[src/core/drps_pkg.sv]
// package for the dram refresh / power state block
// assumes a 125 MHz system clock sampling the command pins
package drps_pkg;
  localparam int CLK_PERIOD_NS = 8;
  // timing figures in ns (plain defaults), converted to cycles; the power-down exit figures are given in clocks
  localparam int T_RFC_NS = 128;
  localparam int T_CKE_NS = 8;
  localparam int T_XSNR_NS = 138;
  localparam int T_INTREF_NS = 7800;
  localparam int T_INTREF_HOT_NS = 3900;
  localparam int T_XP_CK = 2;
  localparam int T_XARD_CK = 2;
  localparam int T_XARDS_CK = 8;
  localparam int RFC_CYC = (T_RFC_NS + CLK_PERIOD_NS - 1) / CLK_PERIOD_NS;
  localparam int CKE_CYC = (T_CKE_NS + CLK_PERIOD_NS - 1) / CLK_PERIOD_NS;
  localparam int XSNR_CYC = (T_XSNR_NS + CLK_PERIOD_NS - 1) / CLK_PERIOD_NS;
  localparam int INTREF_CYC = T_INTREF_NS / CLK_PERIOD_NS;
  localparam int INTREF_HOT_CYC = T_INTREF_HOT_NS / CLK_PERIOD_NS;
  localparam int CNT_W = 12;
  localparam int NUM_BANKS = 8;
  // command encodings {cs_n, ras_n, cas_n, we_n}
  localparam logic [3:0] CMD_REF = 4'h1;
  localparam logic [3:0] CMD_NOP = 4'h7;
  localparam int MR_LOWPWR_BIT = 12;
  localparam int EMR_HOT_BIT = 7;
  typedef enum logic [5:0] {
    ST_IDLE = 6'b00_0001,
    ST_REFRESH = 6'b00_0010,
    ST_SELFREF = 6'b00_0100,
    ST_SR_EXIT = 6'b00_1000,
    ST_PWRDN = 6'b01_0000,
    ST_PD_EXIT = 6'b10_0000
  } drps_state_e;
endpackage

[src/core/drps_timer.sv]
// down counter used for every timed wait of the block
// assumes load and start values come from the same clock domain
`timescale 1ns/1ns
`default_nettype none
module drps_timer (
  input wire logic sys_clk_i,
  input wire logic resetn_i,
  input wire logic load_i,
  input wire logic [drps_pkg::CNT_W-1:0] value_i,
  output logic done_o
);
  logic [drps_pkg::CNT_W-1:0] cnt_q;
  always_ff @(posedge sys_clk_i or negedge resetn_i) begin
    if (!resetn_i) begin
      cnt_q <= '0;
    end else if (load_i) begin
      cnt_q <= value_i;
    end else if (cnt_q != '0) begin
      cnt_q <= cnt_q - 1'b1;
    end
  end
  assign done_o = (cnt_q == '0);
endmodule
`default_nettype wire

[src/core/drps_core.sv]
// dram command-level refresh, self refresh and power-down state keeper
// assumes command pins are sampled on the rising ck edge, here sys_clk_i;
// pins arrive from outside and are synchronised first.
// Function
// - refresh decoded from cs ras cas low, we high; internal bank counter advances.
// - refresh leaves banks idle; nothing before tRFC elapses.
// - refresh with cke low enters self refresh, internally timed.
// - self refresh ignores inputs but cke; dll off on entry, on at exit.
// - one internal refresh within tCKE; residence at least tCKE.
// - cke low with nop or deselect enters power-down.
// - idle banks give precharge power-down, open row active; A12 picks exit.
// - power-down gates buffers, dll off in precharge power-down.
// - nop is cs low others high; deselect cs high; bursts continue.
`timescale 1ns/1ns
`default_nettype none
module drps_core (
  input wire logic sys_clk_i,
  input wire logic resetn_i,
  input wire logic cs_n_i,
  input wire logic ras_n_i,
  input wire logic cas_n_i,
  input wire logic we_n_i,
  input wire logic cke_i,
  input wire logic [drps_pkg::NUM_BANKS-1:0] bank_open_i,
  input wire logic burst_busy_i,
  input wire logic mr_lowpwr_exit_i,
  input wire logic emr_hot_i,
  input wire logic dll_reset_i,
  output logic refresh_o,
  output logic [2:0] ref_bank_o,
  output logic self_refresh_o,
  output logic power_down_o,
  output logic active_pd_o,
  output logic dll_enable_o,
  output logic buffers_off_o,
  output logic cmd_ready_o,
  output logic content_lost_o,
  output logic timing_err_o
);
  // ===========================================================
  // input synchronisers
  logic [4:0] pin_s1_q;
  logic [4:0] pin_s2_q;
  always_ff @(posedge sys_clk_i or negedge resetn_i) begin
    if (!resetn_i) begin
      pin_s1_q <= 5'h1f;
      pin_s2_q <= 5'h1f;
    end else begin
      pin_s1_q <= {cke_i, cs_n_i, ras_n_i, cas_n_i, we_n_i};
      pin_s2_q <= pin_s1_q;
    end
  end
  wire cke = pin_s2_q[4];
  wire [3:0] cmd = pin_s2_q[3:0];
  // ===========================================================
  // command decode
  wire is_ref = (cmd == drps_pkg::CMD_REF);
  wire is_nop = (cmd == drps_pkg::CMD_NOP) || cmd[3];
  wire all_idle = (bank_open_i == '0);
  // ===========================================================
  // state machine
  drps_pkg::drps_state_e state_q;
  drps_pkg::drps_state_e state_d;
  logic cke_prev_q;
  logic tload;
  logic [drps_pkg::CNT_W-1:0] tval;
  logic tdone;
  logic iref_load;
  logic iref_done;
  logic active_pd_q;
  logic content_lost_q;
  logic timing_err_q;
  logic [2:0] ref_bank_q;
  logic refresh_q;
  drps_timer u_wait (
    .sys_clk_i(sys_clk_i),
    .resetn_i(resetn_i),
    .load_i(tload),
    .value_i(tval),
    .done_o(tdone)
  );
  // internal refresh interval; doubled rate when hot
  wire [drps_pkg::CNT_W-1:0] iref_val = emr_hot_i ?
    drps_pkg::CNT_W'(drps_pkg::INTREF_HOT_CYC) : drps_pkg::CNT_W'(drps_pkg::INTREF_CYC);
  drps_timer u_iref (
    .sys_clk_i(sys_clk_i),
    .resetn_i(resetn_i),
    .load_i(iref_load),
    .value_i(iref_val),
    .done_o(iref_done)
  );
  wire in_sr = (state_q == drps_pkg::ST_SELFREF);
  wire sr_enter = (state_q == drps_pkg::ST_IDLE) && is_ref && !cke && cke_prev_q;
  wire ext_ref = (state_q == drps_pkg::ST_IDLE) && is_ref && cke && all_idle;
  // first internal refresh fires right at entry, well inside tCKE
  wire int_ref = sr_enter || (in_sr && iref_done);
  assign iref_load = int_ref;
  wire pd_enter = (state_q == drps_pkg::ST_IDLE) && is_nop && !cke && cke_prev_q
    && !burst_busy_i;
  wire sr_exit = in_sr && cke && tdone;
  wire pd_exit = (state_q == drps_pkg::ST_PWRDN) && cke && is_nop;
  // cke drop while a command could be live, not a recognised entry
  wire async_drop = (state_q == drps_pkg::ST_IDLE) && !cke && cke_prev_q
    && !is_ref && !is_nop;
  wire [drps_pkg::CNT_W-1:0] exit_slow = drps_pkg::CNT_W'(drps_pkg::T_XARDS_CK);
  wire [drps_pkg::CNT_W-1:0] exit_fast = drps_pkg::CNT_W'(drps_pkg::T_XARD_CK);
  wire [drps_pkg::CNT_W-1:0] exit_pre = drps_pkg::CNT_W'(drps_pkg::T_XP_CK);
  wire [drps_pkg::CNT_W-1:0] exit_cyc = active_pd_q ? (mr_lowpwr_exit_i ? exit_slow : exit_fast)
    : exit_pre;
  always_comb begin
    state_d = state_q;
    tload = 1'b0;
    tval = '0;
    unique case (state_q)
      drps_pkg::ST_IDLE: begin
        if (sr_enter) begin
          state_d = drps_pkg::ST_SELFREF;
          tload = 1'b1;
          tval = drps_pkg::CNT_W'(drps_pkg::CKE_CYC);
        end else if (ext_ref) begin
          state_d = drps_pkg::ST_REFRESH;
          tload = 1'b1;
          tval = drps_pkg::CNT_W'(drps_pkg::RFC_CYC);
        end else if (pd_enter) begin
          state_d = drps_pkg::ST_PWRDN;
        end
      end
      drps_pkg::ST_REFRESH: begin
        if (tdone) begin
          state_d = drps_pkg::ST_IDLE;
        end
      end
      drps_pkg::ST_SELFREF: begin
        if (sr_exit) begin
          state_d = drps_pkg::ST_SR_EXIT;
          tload = 1'b1;
          tval = drps_pkg::CNT_W'(drps_pkg::XSNR_CYC);
        end
      end
      drps_pkg::ST_SR_EXIT: begin
        if (tdone) begin
          state_d = drps_pkg::ST_IDLE;
        end
      end
      drps_pkg::ST_PWRDN: begin
        if (pd_exit) begin
          state_d = drps_pkg::ST_PD_EXIT;
          tload = 1'b1;
          tval = exit_cyc;
        end
      end
      drps_pkg::ST_PD_EXIT: begin
        if (tdone) begin
          state_d = drps_pkg::ST_IDLE;
        end
      end
      default: begin
        state_d = drps_pkg::ST_IDLE;
      end
    endcase
  end
  // ===========================================================
  // registers
  always_ff @(posedge sys_clk_i or negedge resetn_i) begin
    if (!resetn_i) begin
      state_q <= drps_pkg::ST_IDLE;
      cke_prev_q <= 1'b0;
      active_pd_q <= 1'b0;
      ref_bank_q <= 3'h0;
      refresh_q <= 1'b0;
    end else begin
      state_q <= state_d;
      cke_prev_q <= cke;
      refresh_q <= ext_ref || int_ref;
      if (pd_enter) begin
        active_pd_q <= !all_idle;
      end
      if (ext_ref || int_ref) begin
        ref_bank_q <= ref_bank_q + 3'h1;
      end
    end
  end
  // sticky flags: a set in the clearing cycle wins
  always_ff @(posedge sys_clk_i or negedge resetn_i) begin
    if (!resetn_i) begin
      content_lost_q <= 1'b0;
      timing_err_q <= 1'b0;
    end else begin
      if (async_drop) begin
        content_lost_q <= 1'b1;
      end else if (dll_reset_i) begin
        content_lost_q <= 1'b0;
      end
      // any non-nop command during a timed wait is a controller fault
      if (!is_nop && (state_q == drps_pkg::ST_REFRESH || state_q == drps_pkg::ST_SR_EXIT
          || state_q == drps_pkg::ST_PD_EXIT)) begin
        timing_err_q <= 1'b1;
      end else if (dll_reset_i) begin
        timing_err_q <= 1'b0;
      end
    end
  end
  // ===========================================================
  // registered outputs
  always_ff @(posedge sys_clk_i or negedge resetn_i) begin
    if (!resetn_i) begin
      self_refresh_o <= 1'b0;
      power_down_o <= 1'b0;
      active_pd_o <= 1'b0;
      dll_enable_o <= 1'b1;
      buffers_off_o <= 1'b0;
      cmd_ready_o <= 1'b0;
    end else begin
      self_refresh_o <= (state_d == drps_pkg::ST_SELFREF);
      power_down_o <= (state_d == drps_pkg::ST_PWRDN);
      active_pd_o <= (state_d == drps_pkg::ST_PWRDN) && (pd_enter ? !all_idle : active_pd_q);
      // dll off in self refresh and precharge power-down only
      dll_enable_o <= !((state_d == drps_pkg::ST_SELFREF) || ((state_d == drps_pkg::ST_PWRDN)
        && !(pd_enter ? !all_idle : active_pd_q)));
      buffers_off_o <= (state_d == drps_pkg::ST_SELFREF) || (state_d == drps_pkg::ST_PWRDN);
      cmd_ready_o <= (state_d == drps_pkg::ST_IDLE);
    end
  end
  assign refresh_o = refresh_q;
  assign ref_bank_o = ref_bank_q;
  assign content_lost_o = content_lost_q;
  assign timing_err_o = timing_err_q;
endmodule
`default_nettype wire

[config.mk]
export PLATFORM = sky130hd
export DESIGN_NAME = drps_core
export DESIGN_NICKNAME = d
export VERILOG_FILES = /design/src/core/drps_pkg.sv /design/src/core/drps_timer.sv /design/src/core/drps_core.sv
export SDC_FILE = /design/constraint.sdc
export NUM_CORES = 1
export LEC_CHECK = 0
export BUFFER_PORTS_ARGS = -buffer_cell sky130_fd_sc_hd__buf_2
export CORE_ASPECT_RATIO = 2
export CORE_MARGIN = 3
export CORE_UTILIZATION = 42
export DETAILED_ROUTE_END_ITERATION = 16
export GPL_ROUTABILITY_DRIVEN = 0
export GPL_TIMING_DRIVEN = 0
export PLACE_DENSITY = 0.64
export SLEW_MARGIN = 20
export SYNTH_ARGS = -nofsm -noshare
export SYNTH_HDL_FRONTEND = slang
export SYNTH_SLANG_ARGS = --single-unit
[constraint.sdc]
create_clock -name sys_clk_i -period 2.4 [get_ports sys_clk_i]
set_input_delay 0.12 -clock sys_clk_i [delete_from_list [all_inputs] [get_ports sys_clk_i]]
set_output_delay 0.12 -clock sys_clk_i [all_outputs]
set_load 0.01 [all_outputs]
==> results.cfg, run 1 <==
[cells_and_area]
area_growth_pct = 18.4
drive_above_1_share_pct = 26.3
seqCellArea_um2 = 1370
final_common_cell = dfrtp_1
final_cell_mix = dfrtp_1 (42), buf_2 (31), nand2_1 (28)
multi_input_area_um2 = 1220
fill_cells = 583
layout.nets = 306
diodes = 0
final_area_um2 = 3110
final_util_pct = 51.4
fin_cells = 369

[critical_path]
cp_slowest_cell = nor4b_1
start_kind = flop
endpoint_kind = flop
cp_top_family = simple AND/OR/NAND/NOR gates
crit_buf_inv = 0
crit_required_ps = 2570
cp_cell_sequence = nor4b_1 -> nand4_1 -> nor3b_1 -> nor4_1 -> nor2_1
criticalPathCategory = reg -> reg
worstPathArrival_ps = 2380
critPathMaxFanout = 4
slowest_delay_ps = 630

[cts]
cts.root.buffer_cell = clkbuf_16
cts-buffers-inserted = 5
path_clk_slew_ps = 70
hold_buffers = 6
clock-sinks = 54
cts_resized = 0
post_cts_buffers = 0
cts_tree = done
clk_latency_ps = 300
cts_max_level = 2
clockBufferDepth = 2

[synthesis]
ys_types = 58
synth_enable_flop_cells = 0
netlist.area_leader.share_pct = 40.0
synthMuxAreaShare_pct = 3.28
synthAdderAreaFrac_pct = 1.43
ys_seq_area_share_pct = 52.0
synth-simple-area-share_pct = 27.1
syn_area_um2 = 2630
synth_xor_area_share_pct = 3.00
synth_compound_area_share_pct = 11.6
ys_seq_elements = 54
netlist_instances = 241
syn-num-nets = 263
synth.top_cells.by_area = dfrtp_1 (40%), dfstp_2 (12%), nand2_1 (4.0%)
syn_avg_cell_area_um2 = 10.9
yosys_most_used_dff = dfrtp_1
synth.largest_area_cell = dfrtp_1
async_reset_ff_share_pct = 100
yosysWarnings = 0
synth_top_family_by_area = simple AND/OR/NAND/NOR gates

[sta]
worst_hold_slack_ps = 25.8
finalSetupTns_ps = 0
period_needed_ps = 2210
final_max_slew_viol_count = 0
rsz0062_at_grt = false
max_freq_ghz = 0.452
slew-limit-headroom_pct = 48.3
hold_viol_final = 0
finClkSkew_ps = 7.48
finalCritPeriodShare_pct = 92.3
finalSetupViolations = 0
worst-slew-pin-transition_ps = 764

[die]
dieArea_um2 = 7310
core_area_um2 = 6060
pin_count = 31
die_height_um = 118
rows = 40
die_w_um = 62.0
initial_core_util_pct = 43.4

[place]
io_buffer_count = 30
hpwl_mm = 3.96
place_area_um2 = 2890
dp_cells = 355

[drt]
drt-total-wl_mm = 5.39
drtIter0Drc = 65
routed_via_density = 5.29
vias = 1951
wl_per_cell_um = 14.6
ant_nets = 0
route.detailed.drc = 0
firstDrtPassIters = 4

[power_and_ir_drop]
p_comb_share_pct = 27.6
clock_power_share_pct = 26.1
power.internal_mw = 2.07
netSwitchingFraction_pct = 34.2
ir_drop_uv = 573
p_leak_nw = 1.37
pwr-share-seq_pct = 46.2
p_per_area_nw_per_um2 = 1010
netSwitchingPower_mw = 1.07

[grt]
antenna_found_initial = 0
grt_max_degree = 55
overflow = 0
grt_pass1_wl_mm = 9.40
grt_util_all_layers_pct = 17.1
grt_pass1_vias = 2026

[run_status]
outcome = complete, no violations

[job]
drv_cap = 0

[hold_path]
hp-class = in -> reg
[cells in the mapped netlist, types with 3 or more instances]
master	n
nor2_1	26
o21ai_0	8
nand3_1	5
nor3_2	3
a21oi_1	8
nand4_1	4
nand2b_1	7
nand2_1	28
ha_1	3
mux2i_1	6
nor2b_1	5
o22ai_1	4
nor4_1	6
xor2_1	7
nor4b_1	3
dfstp_2	12
nor3_1	6
dfrtp_1	42
inv_1	6
[path summary, 6_finish.rpt]
kind | startpoint | slack [ps] | depth (start not counted) | to
worst max-delay path | pin_s2_q[0]$_DFF_PN1_ | 190 | 5 | state_q[3]$_DFF_PN0_
worst min-delay path | dll_reset_i | 30 | 2 | timing_err_o$_DFFE_PN0P_
worst max register to register | pin_s2_q[0]$_DFF_PN1_ | 190 | 5 | state_q[3]$_DFF_PN0_
worst min register to register | pin_s1_q[4]$_DFF_PN1_ | 350 | 0 | pin_s2_q[4]$_DFF_PN1_
max in group asynchronous | resetn_i | 1530 | 2 | u_iref.cnt_q[2]$_DFFE_PN0P_
min in group asynchronous | resetn_i | 410 | 2 | timing_err_o$_DFFE_PN0P_
[per-stage QoR]
step	setup WS (ps)	power, mW
after floorplan	559	2.09
after global placement	172	2.30
after detailed placement	218	2.33
after CTS	210	3.18
after global routing	15.1	3.38
final	186	3.14
[power groups by stage]
stage	logic [mW]	registers (mW)	clock network, mW
2_1_floorplan	0.666	1.43	0
3_3_place_gp	0.846	1.46	0
3_5_place_dp	0.870	1.46	0
4_1_cts	0.881	1.45	0.848
5_1_grt	0.996	1.50	0.881
6_report	0.868	1.45	0.821
[cell families (layout without fill, tap and decap cells)]
kind of cell	Yosys count	in the layout
AO/OA/AOI/OAI	40	40
multiplexers	8	8
XOR/XNOR	9	9
buffers and inverters	9	53
flip-flops	54	54
AND/OR/NAND/NOR	118	118
adder cells (fa/ha/maj)	3	3
[metal layers]
layer	up-vias	wire length, um	track usage (%)	share of wire (%)
met5	-	0	0	0
met1	954	2120	20.4	39
met2	33	3010	28.4	56
li1	956	-	-	-
met3	8	157	3.18	2.9
met4	0	96	7.17	1.8
[registers in the layout (all words and copies together) (netlist names), 3 cells and up]
name / count
u_iref.cnt_q: 12
u_wait.cnt_q: 12
state_q: 6
pin_s1_q: 5
pin_s2_q: 5
ref_bank_o: 3
[final cells by class]
type,instances,share of cell area (%)
repair buffers,36,6.83
clock buffers,6,4.14
multi-input cells,178,39.2
flip-flops and latches,54,43.9
well taps,84,3.37
clock inverters,2,1.21
plain buffers,3,0.683
inverters,6,0.723
(Power assumes the default switching activity.)
==> run 2, diff against run 1 <==
PLACE_DENSITY = 0.6   (was 0.64)
clock period = 2.1 ns   (was 2.4 ns; I/O delays follow)
==> run 2 against run 1 <==
  * Clock skew up 1.1 ps
  * Utilization increased by 0.89 points
  * Fmax increased by 13%
  * Sequential share of layout area decreased by 0.75 points
  * Register-to-register slack worse by 50 ps
  * Sequential power up 16%
  * Via count stayed put
  * Worst setup slack worse by 51 ps
  * Die area stayed put
  * Worst hold slack worse by 18 ps
  * Non-clock buffer count is 4 higher
  * First-iteration DRC count is 29% higher
==> results.cfg, run 2 (synthesized netlist as in run 1, its figures left out) <==
[drt]
drt-total-wl_mm = 5.71
route.detailed.drc = 0
routed_via_density = 5.23
drtIter0Drc = 84
wl_per_cell_um = 15.3
vias = 1951
firstDrtPassIters = 4
ant_nets = 0

[critical_path]
reg2regPathDepth = 6
critPathMaxFanout = 10
cp.depth = 6
regToRegSetupSlack_ps = 130
cp_cell_sequence = nor3_1 -> nand4_2 -> buf_2 -> o21ai_2 -> a32o_1 -> nor2_1
worst_r2r_endpoint = u_iref.cnt_q[9]$_DFFE_PN0P_
r2r_start = u_iref.cnt_q[9]$_DFFE_PN0P_
worstPathArrival_ps = 2130
endpoint_kind = flop
endpoint = u_iref.cnt_q[9]$_DFFE_PN0P_
slowest_delay_ps = 520
cp_slowest_cell = nor3_1
start_kind = flop
cp-startpoint = u_iref.cnt_q[9]$_DFFE_PN0P_
criticalPathCategory = reg -> reg
crit_required_ps = 2270
cp_top_family = simple AND/OR/NAND/NOR gates
crit_buf_inv = 1

[grt]
overflow = 0
antenna_found_initial = 0
grt_pass1_vias = 1988
grt_max_degree = 55
grt_pass1_wl_mm = 9.39
grt_util_all_layers_pct = 17.1
gr-usage-met3_pct = 2.52
met1_usage_pct = 19.9
busiest_layer = met2
gr-usage-met2_pct = 29.2

[hold_path]
hp-class = in -> reg

[power_and_ir_drop]
p_leak_nw = 1.40
ir_drop_uv = 536
p_per_area_nw_per_um2 = 1150

[cts]
cts.root.buffer_cell = clkbuf_16
clock-sinks = 54
cts_tree = done
path_clk_slew_ps = 70
cts-buffers-inserted = 5
cts_max_level = 2
clockBufferDepth = 2
clk_latency_ps = 290

[cells_and_area]
drive_above_1_share_pct = 28.4
largestRegisters = u_iref.cnt_q: 12 flops, u_wait.cnt_q: 12 flops, state_q: 6 flops
area_growth_pct = 20.5
layout.nets = 310
final_cell_mix = dfrtp_1 (42), buf_2 (31), nand2_1 (28)
final_common_cell = dfrtp_1
fill_cells = 567
diodes = 0
fin_cells = 373

[sta]
rsz0062_at_grt = true
worst-slew-pin-transition_ps = 669
final_max_slew_viol_count = 0
max_freq_ghz = 0.509
slew-limit-headroom_pct = 55.4
finClkSkew_ps = 8.62
hold_viol_final = 0
finalCritPeriodShare_pct = 93.6
finalSetupTns_ps = 0
finalSetupViolations = 0
period_needed_ps = 1970

[die]
core_area_um2 = 6060
rows = 40
die_w_um = 62.0
pin_count = 31
dieArea_um2 = 7310
die_height_um = 118
initial_core_util_pct = 43.4

[place]
hpwl_mm = 4.06
dp_cells = 355
io_buffer_count = 30

[job]
drv_cap = 0

[run_status]
outcome = complete, no violations
-- run 2: worst min-delay path by stage --
stage | from | to | slack [ps] | cells past startpoint
finish | dll_reset_i | timing_err_o$_DFFE_PN0P_ | 8 | 2
global route | dll_reset_i | timing_err_o$_DFFE_PN0P_ | 20 | 2
global placement | cke_i | pin_s1_q[4]$_DFF_PN1_ | 210 | 1
CTS | dll_reset_i | timing_err_o$_DFFE_PN0P_ | 4 | 2
detailed placement | resetn_i | timing_err_o$_DFFE_PN0P_ | 190 | 1
floorplan | resetn_i | active_pd_o$_DFF_PN0_ | -190 | 0
-- run 2: what timing repair did --
item / in CTS / in global routing
pin swaps: 0 / 1
resized for setup: 3 / 2
hold buffers: 6 / 0
hold endpoints to repair: 47 / 0
setup endpoints to repair: 15 / 15
setup buffers: 2 / 2
-- run 2: through the flow --
step	setup slack [ps]	utilization, %	instance area, um2	hold WS [ps]	power (mW)
2_1_floorplan	259	-	2630	-191	2.39
3_3_place_gp	-131	47.6	2890	210	2.66
3_5_place_dp	-128	47.7	2890	194	2.69
4_1_cts	15.6	51.9	3140	3.82	3.66
5_1_grt	-15.3	52.3	3170	19.1	3.89
6_report	135	52.3	3170	7.55	3.63
-- run 2: cell type report --
| cell class | count | area [um2] | area share (%) |
|---|---|---|---|
| Sequential cell | 54 | 1370 | 43.1 |
| Multi-Input combinational cell | 178 | 1250 | 39.5 |
| Timing Repair Buffer | 40 | 243 | 7.66 |
| Clock buffer | 7 | 154 | 4.86 |
| Tap cell | 84 | 105 | 3.32 |
| Inverter | 6 | 22.5 | 0.711 |
| Buffer | 3 | 21.3 | 0.671 |
| Clock inverter | 1 | 6.26 | 0.197 |
-- run 2: layer usage --
layer | vias to the layer above | wire, um | share of wire [%]
li1 | 965 | - | -
met4 | 0 | 146 | 2.6
met1 | 960 | 2210 | 39
met3 | 9 | 125 | 2.2
met2 | 17 | 3230 | 57
met5 | - | 0 | 0
-- run 2: where the power goes --
group | switching (mW) | total (mW) | internal, mW
clock | 0.370 | 0.886 | 0.516
sequential | 0.350 | 1.68 | 1.33
combinational | 0.558 | 1.06 | 0.506
total | 1.28 | 3.63 | 2.36
==> run 3, diff against run 2 <==
HOLD_SLACK_MARGIN = 0.05   (was not set)
==> run 3 against run 2 <==
  * Via count grew 0.46%
  * Register-to-register slack hardly changed
  * Die area stayed put
  * Wire length is 0.44% higher
  * Utilization is 0.33 points higher
  * Final area increased by 0.63%
  * Cell count grew 0.54%
  * Clock skew down 0.70 ps
  * Fmax is 0.26% lower
  * First-iteration DRC count increased by 2.4%
  * Largest cell class unchanged
  * Largest power group unchanged
==> results.cfg, run 3 (synthesized netlist as in run 1, its figures left out) <==
[drt]
ant_nets = 0
wl_per_cell_um = 15.3
vias = 1960
routed_via_density = 5.23
route.detailed.drc = 0
firstDrtPassIters = 6
drtIter0Drc = 86
drt-total-wl_mm = 5.74

[die]
pin_count = 31
die_w_um = 62.0
rows = 40
core_area_um2 = 6060
initial_core_util_pct = 43.4
dieArea_um2 = 7310
die_height_um = 118

[critical_path]
start_kind = flop
critPathMaxFanout = 10
endpoint_kind = flop
criticalPathCategory = reg -> reg
worstPathArrival_ps = 2140
crit_required_ps = 2270

[sta]
hold_viol_final = 0
slew-limit-headroom_pct = 55.3
finalSetupViolations = 0
finalCritPeriodShare_pct = 93.8
rsz0062_at_grt = true
finClkSkew_ps = 7.92
setup_ws_ps = 130
max_freq_ghz = 0.508
worst_hold_slack_ps = 85.2
period_needed_ps = 1970
worst-slew-pin-transition_ps = 671
final_max_slew_viol_count = 0

[job]
drv_cap = 0

[power_and_ir_drop]
ir_drop_uv = 537
p_total_mw = 3.63
p_leak_nw = 1.41
p_per_area_nw_per_um2 = 1140

[run_status]
outcome = complete, no violations

[cts]
cts_tree = done
clock-sinks = 54
cts_max_level = 2
path_clk_slew_ps = 70
cts-buffers-inserted = 5
clk_latency_ps = 290
cts.root.buffer_cell = clkbuf_16
clockBufferDepth = 2

[grt]
antenna_found_initial = 0
grt_pass1_wl_mm = 9.40
grt_max_degree = 55
grt_util_all_layers_pct = 17.1
grt_pass1_vias = 1994
overflow = 0

[cells_and_area]
fill_cells = 568
drive_above_1_share_pct = 28.2
fin_cells = 375
final_util_pct = 52.6
final_common_cell = dfrtp_1
largestRegisters = u_iref.cnt_q: 12 flops, u_wait.cnt_q: 12 flops, state_q: 6 flops
layout.nets = 312
area_growth_pct = 21.2
final_cell_mix = dfrtp_1 (42), buf_2 (31), nand2_1 (28)
diodes = 0

[place]
post-place-ws_ps = -128
dp_cells = 355
io_buffer_count = 30
hpwl_mm = 4.06

[hold_path]
hp-class = in -> reg
==> run 3: changes by cell type in the layout (fill, tap and decap cells not counted), sizes merged <==
cell,delta
dlygate4sd3,+2
==> run 3: path summary, 6_finish.rpt <==
path                                        startpoint                           to  slack (ps)  depth (start not counted)
setup / recovery           u_iref.cnt_q[0]$_DFFE_PN0P_  u_iref.cnt_q[9]$_DFFE_PN0P_         130                          8
hold / removal                        mr_lowpwr_exit_i  u_wait.cnt_q[3]$_DFFE_PN0P_          90                          3
setup reg to reg           u_iref.cnt_q[0]$_DFFE_PN0P_  u_iref.cnt_q[9]$_DFFE_PN0P_         130                          8
hold reg to reg                  pin_s1_q[0]$_DFF_PN1_        pin_s2_q[0]$_DFF_PN1_         360                          0
max in group asynchronous                     resetn_i  u_iref.cnt_q[9]$_DFFE_PN0P_        1260                          2
min in group asynchronous                     resetn_i  u_wait.cnt_q[2]$_DFFE_PN0P_         380                          2
==> run 3: area by class of cell <==
cell class | count | area (um2) | area share [%]
sequential | 54 | 1370 | 42.9
multi-input combinational | 178 | 1250 | 39.2
timing repair buffer | 42 | 263 | 8.24
clock buffer | 7 | 154 | 4.83
tap | 84 | 105 | 3.30
inverter | 6 | 22.5 | 0.706
buffer | 3 | 21.3 | 0.667
clock inverter | 1 | 6.26 | 0.196
==> run 3: worst max-delay path, stage by stage, from the launching register on <==
cell     delay [ps]
dfrtp_1         440
inv_1            80
ha_1            190
nor3b_4         290
nand4_2         190
buf_2           250
o21ai_2         210
a32o_1          150
nor2_1           40
==> run 3: repair_timing <==
action	CTS	global route
setup endpoints to repair	15	15
resized for setup	3	2
hold buffers	8	0
pin swaps	0	1
buffers inserted	2	2
hold endpoints to repair	49	0
==> run 3: layer usage <==
| metal | GRT usage, % | up-vias | wire length, um |
|---|---|---|---|
| met2 | 29.2 | 23 | 3250 |
| met3 | 2.52 | 9 | 119 |
| met4 | 7.57 | 0 | 146 |
| li1 | - | 969 | - |
| met1 | 19.9 | 959 | 2220 |
| met5 | 0 | - | 0 |
==> run 3: power breakdown <==
| part | total [mW] | leakage [nW] | internal (mW) | switching, mW |
|---|---|---|---|---|
| Sequential | 1.68 | 0.654 | 1.33 | 0.350 |
| Clock | 0.885 | 0.0796 | 0.516 | 0.369 |
| Combinational | 1.07 | 0.679 | 0.508 | 0.557 |
| Total | 3.63 | 1.41 | 2.36 | 1.28 |
==> run 3: metrics by stage <==
stage                     area (um2)  TNS [ps]
after floorplan                 2630         0
after global placement          2890     -1200
after detailed placement        2890     -1200
after CTS                       3160         0
after global routing            3190     -15.3
final                           3190         0
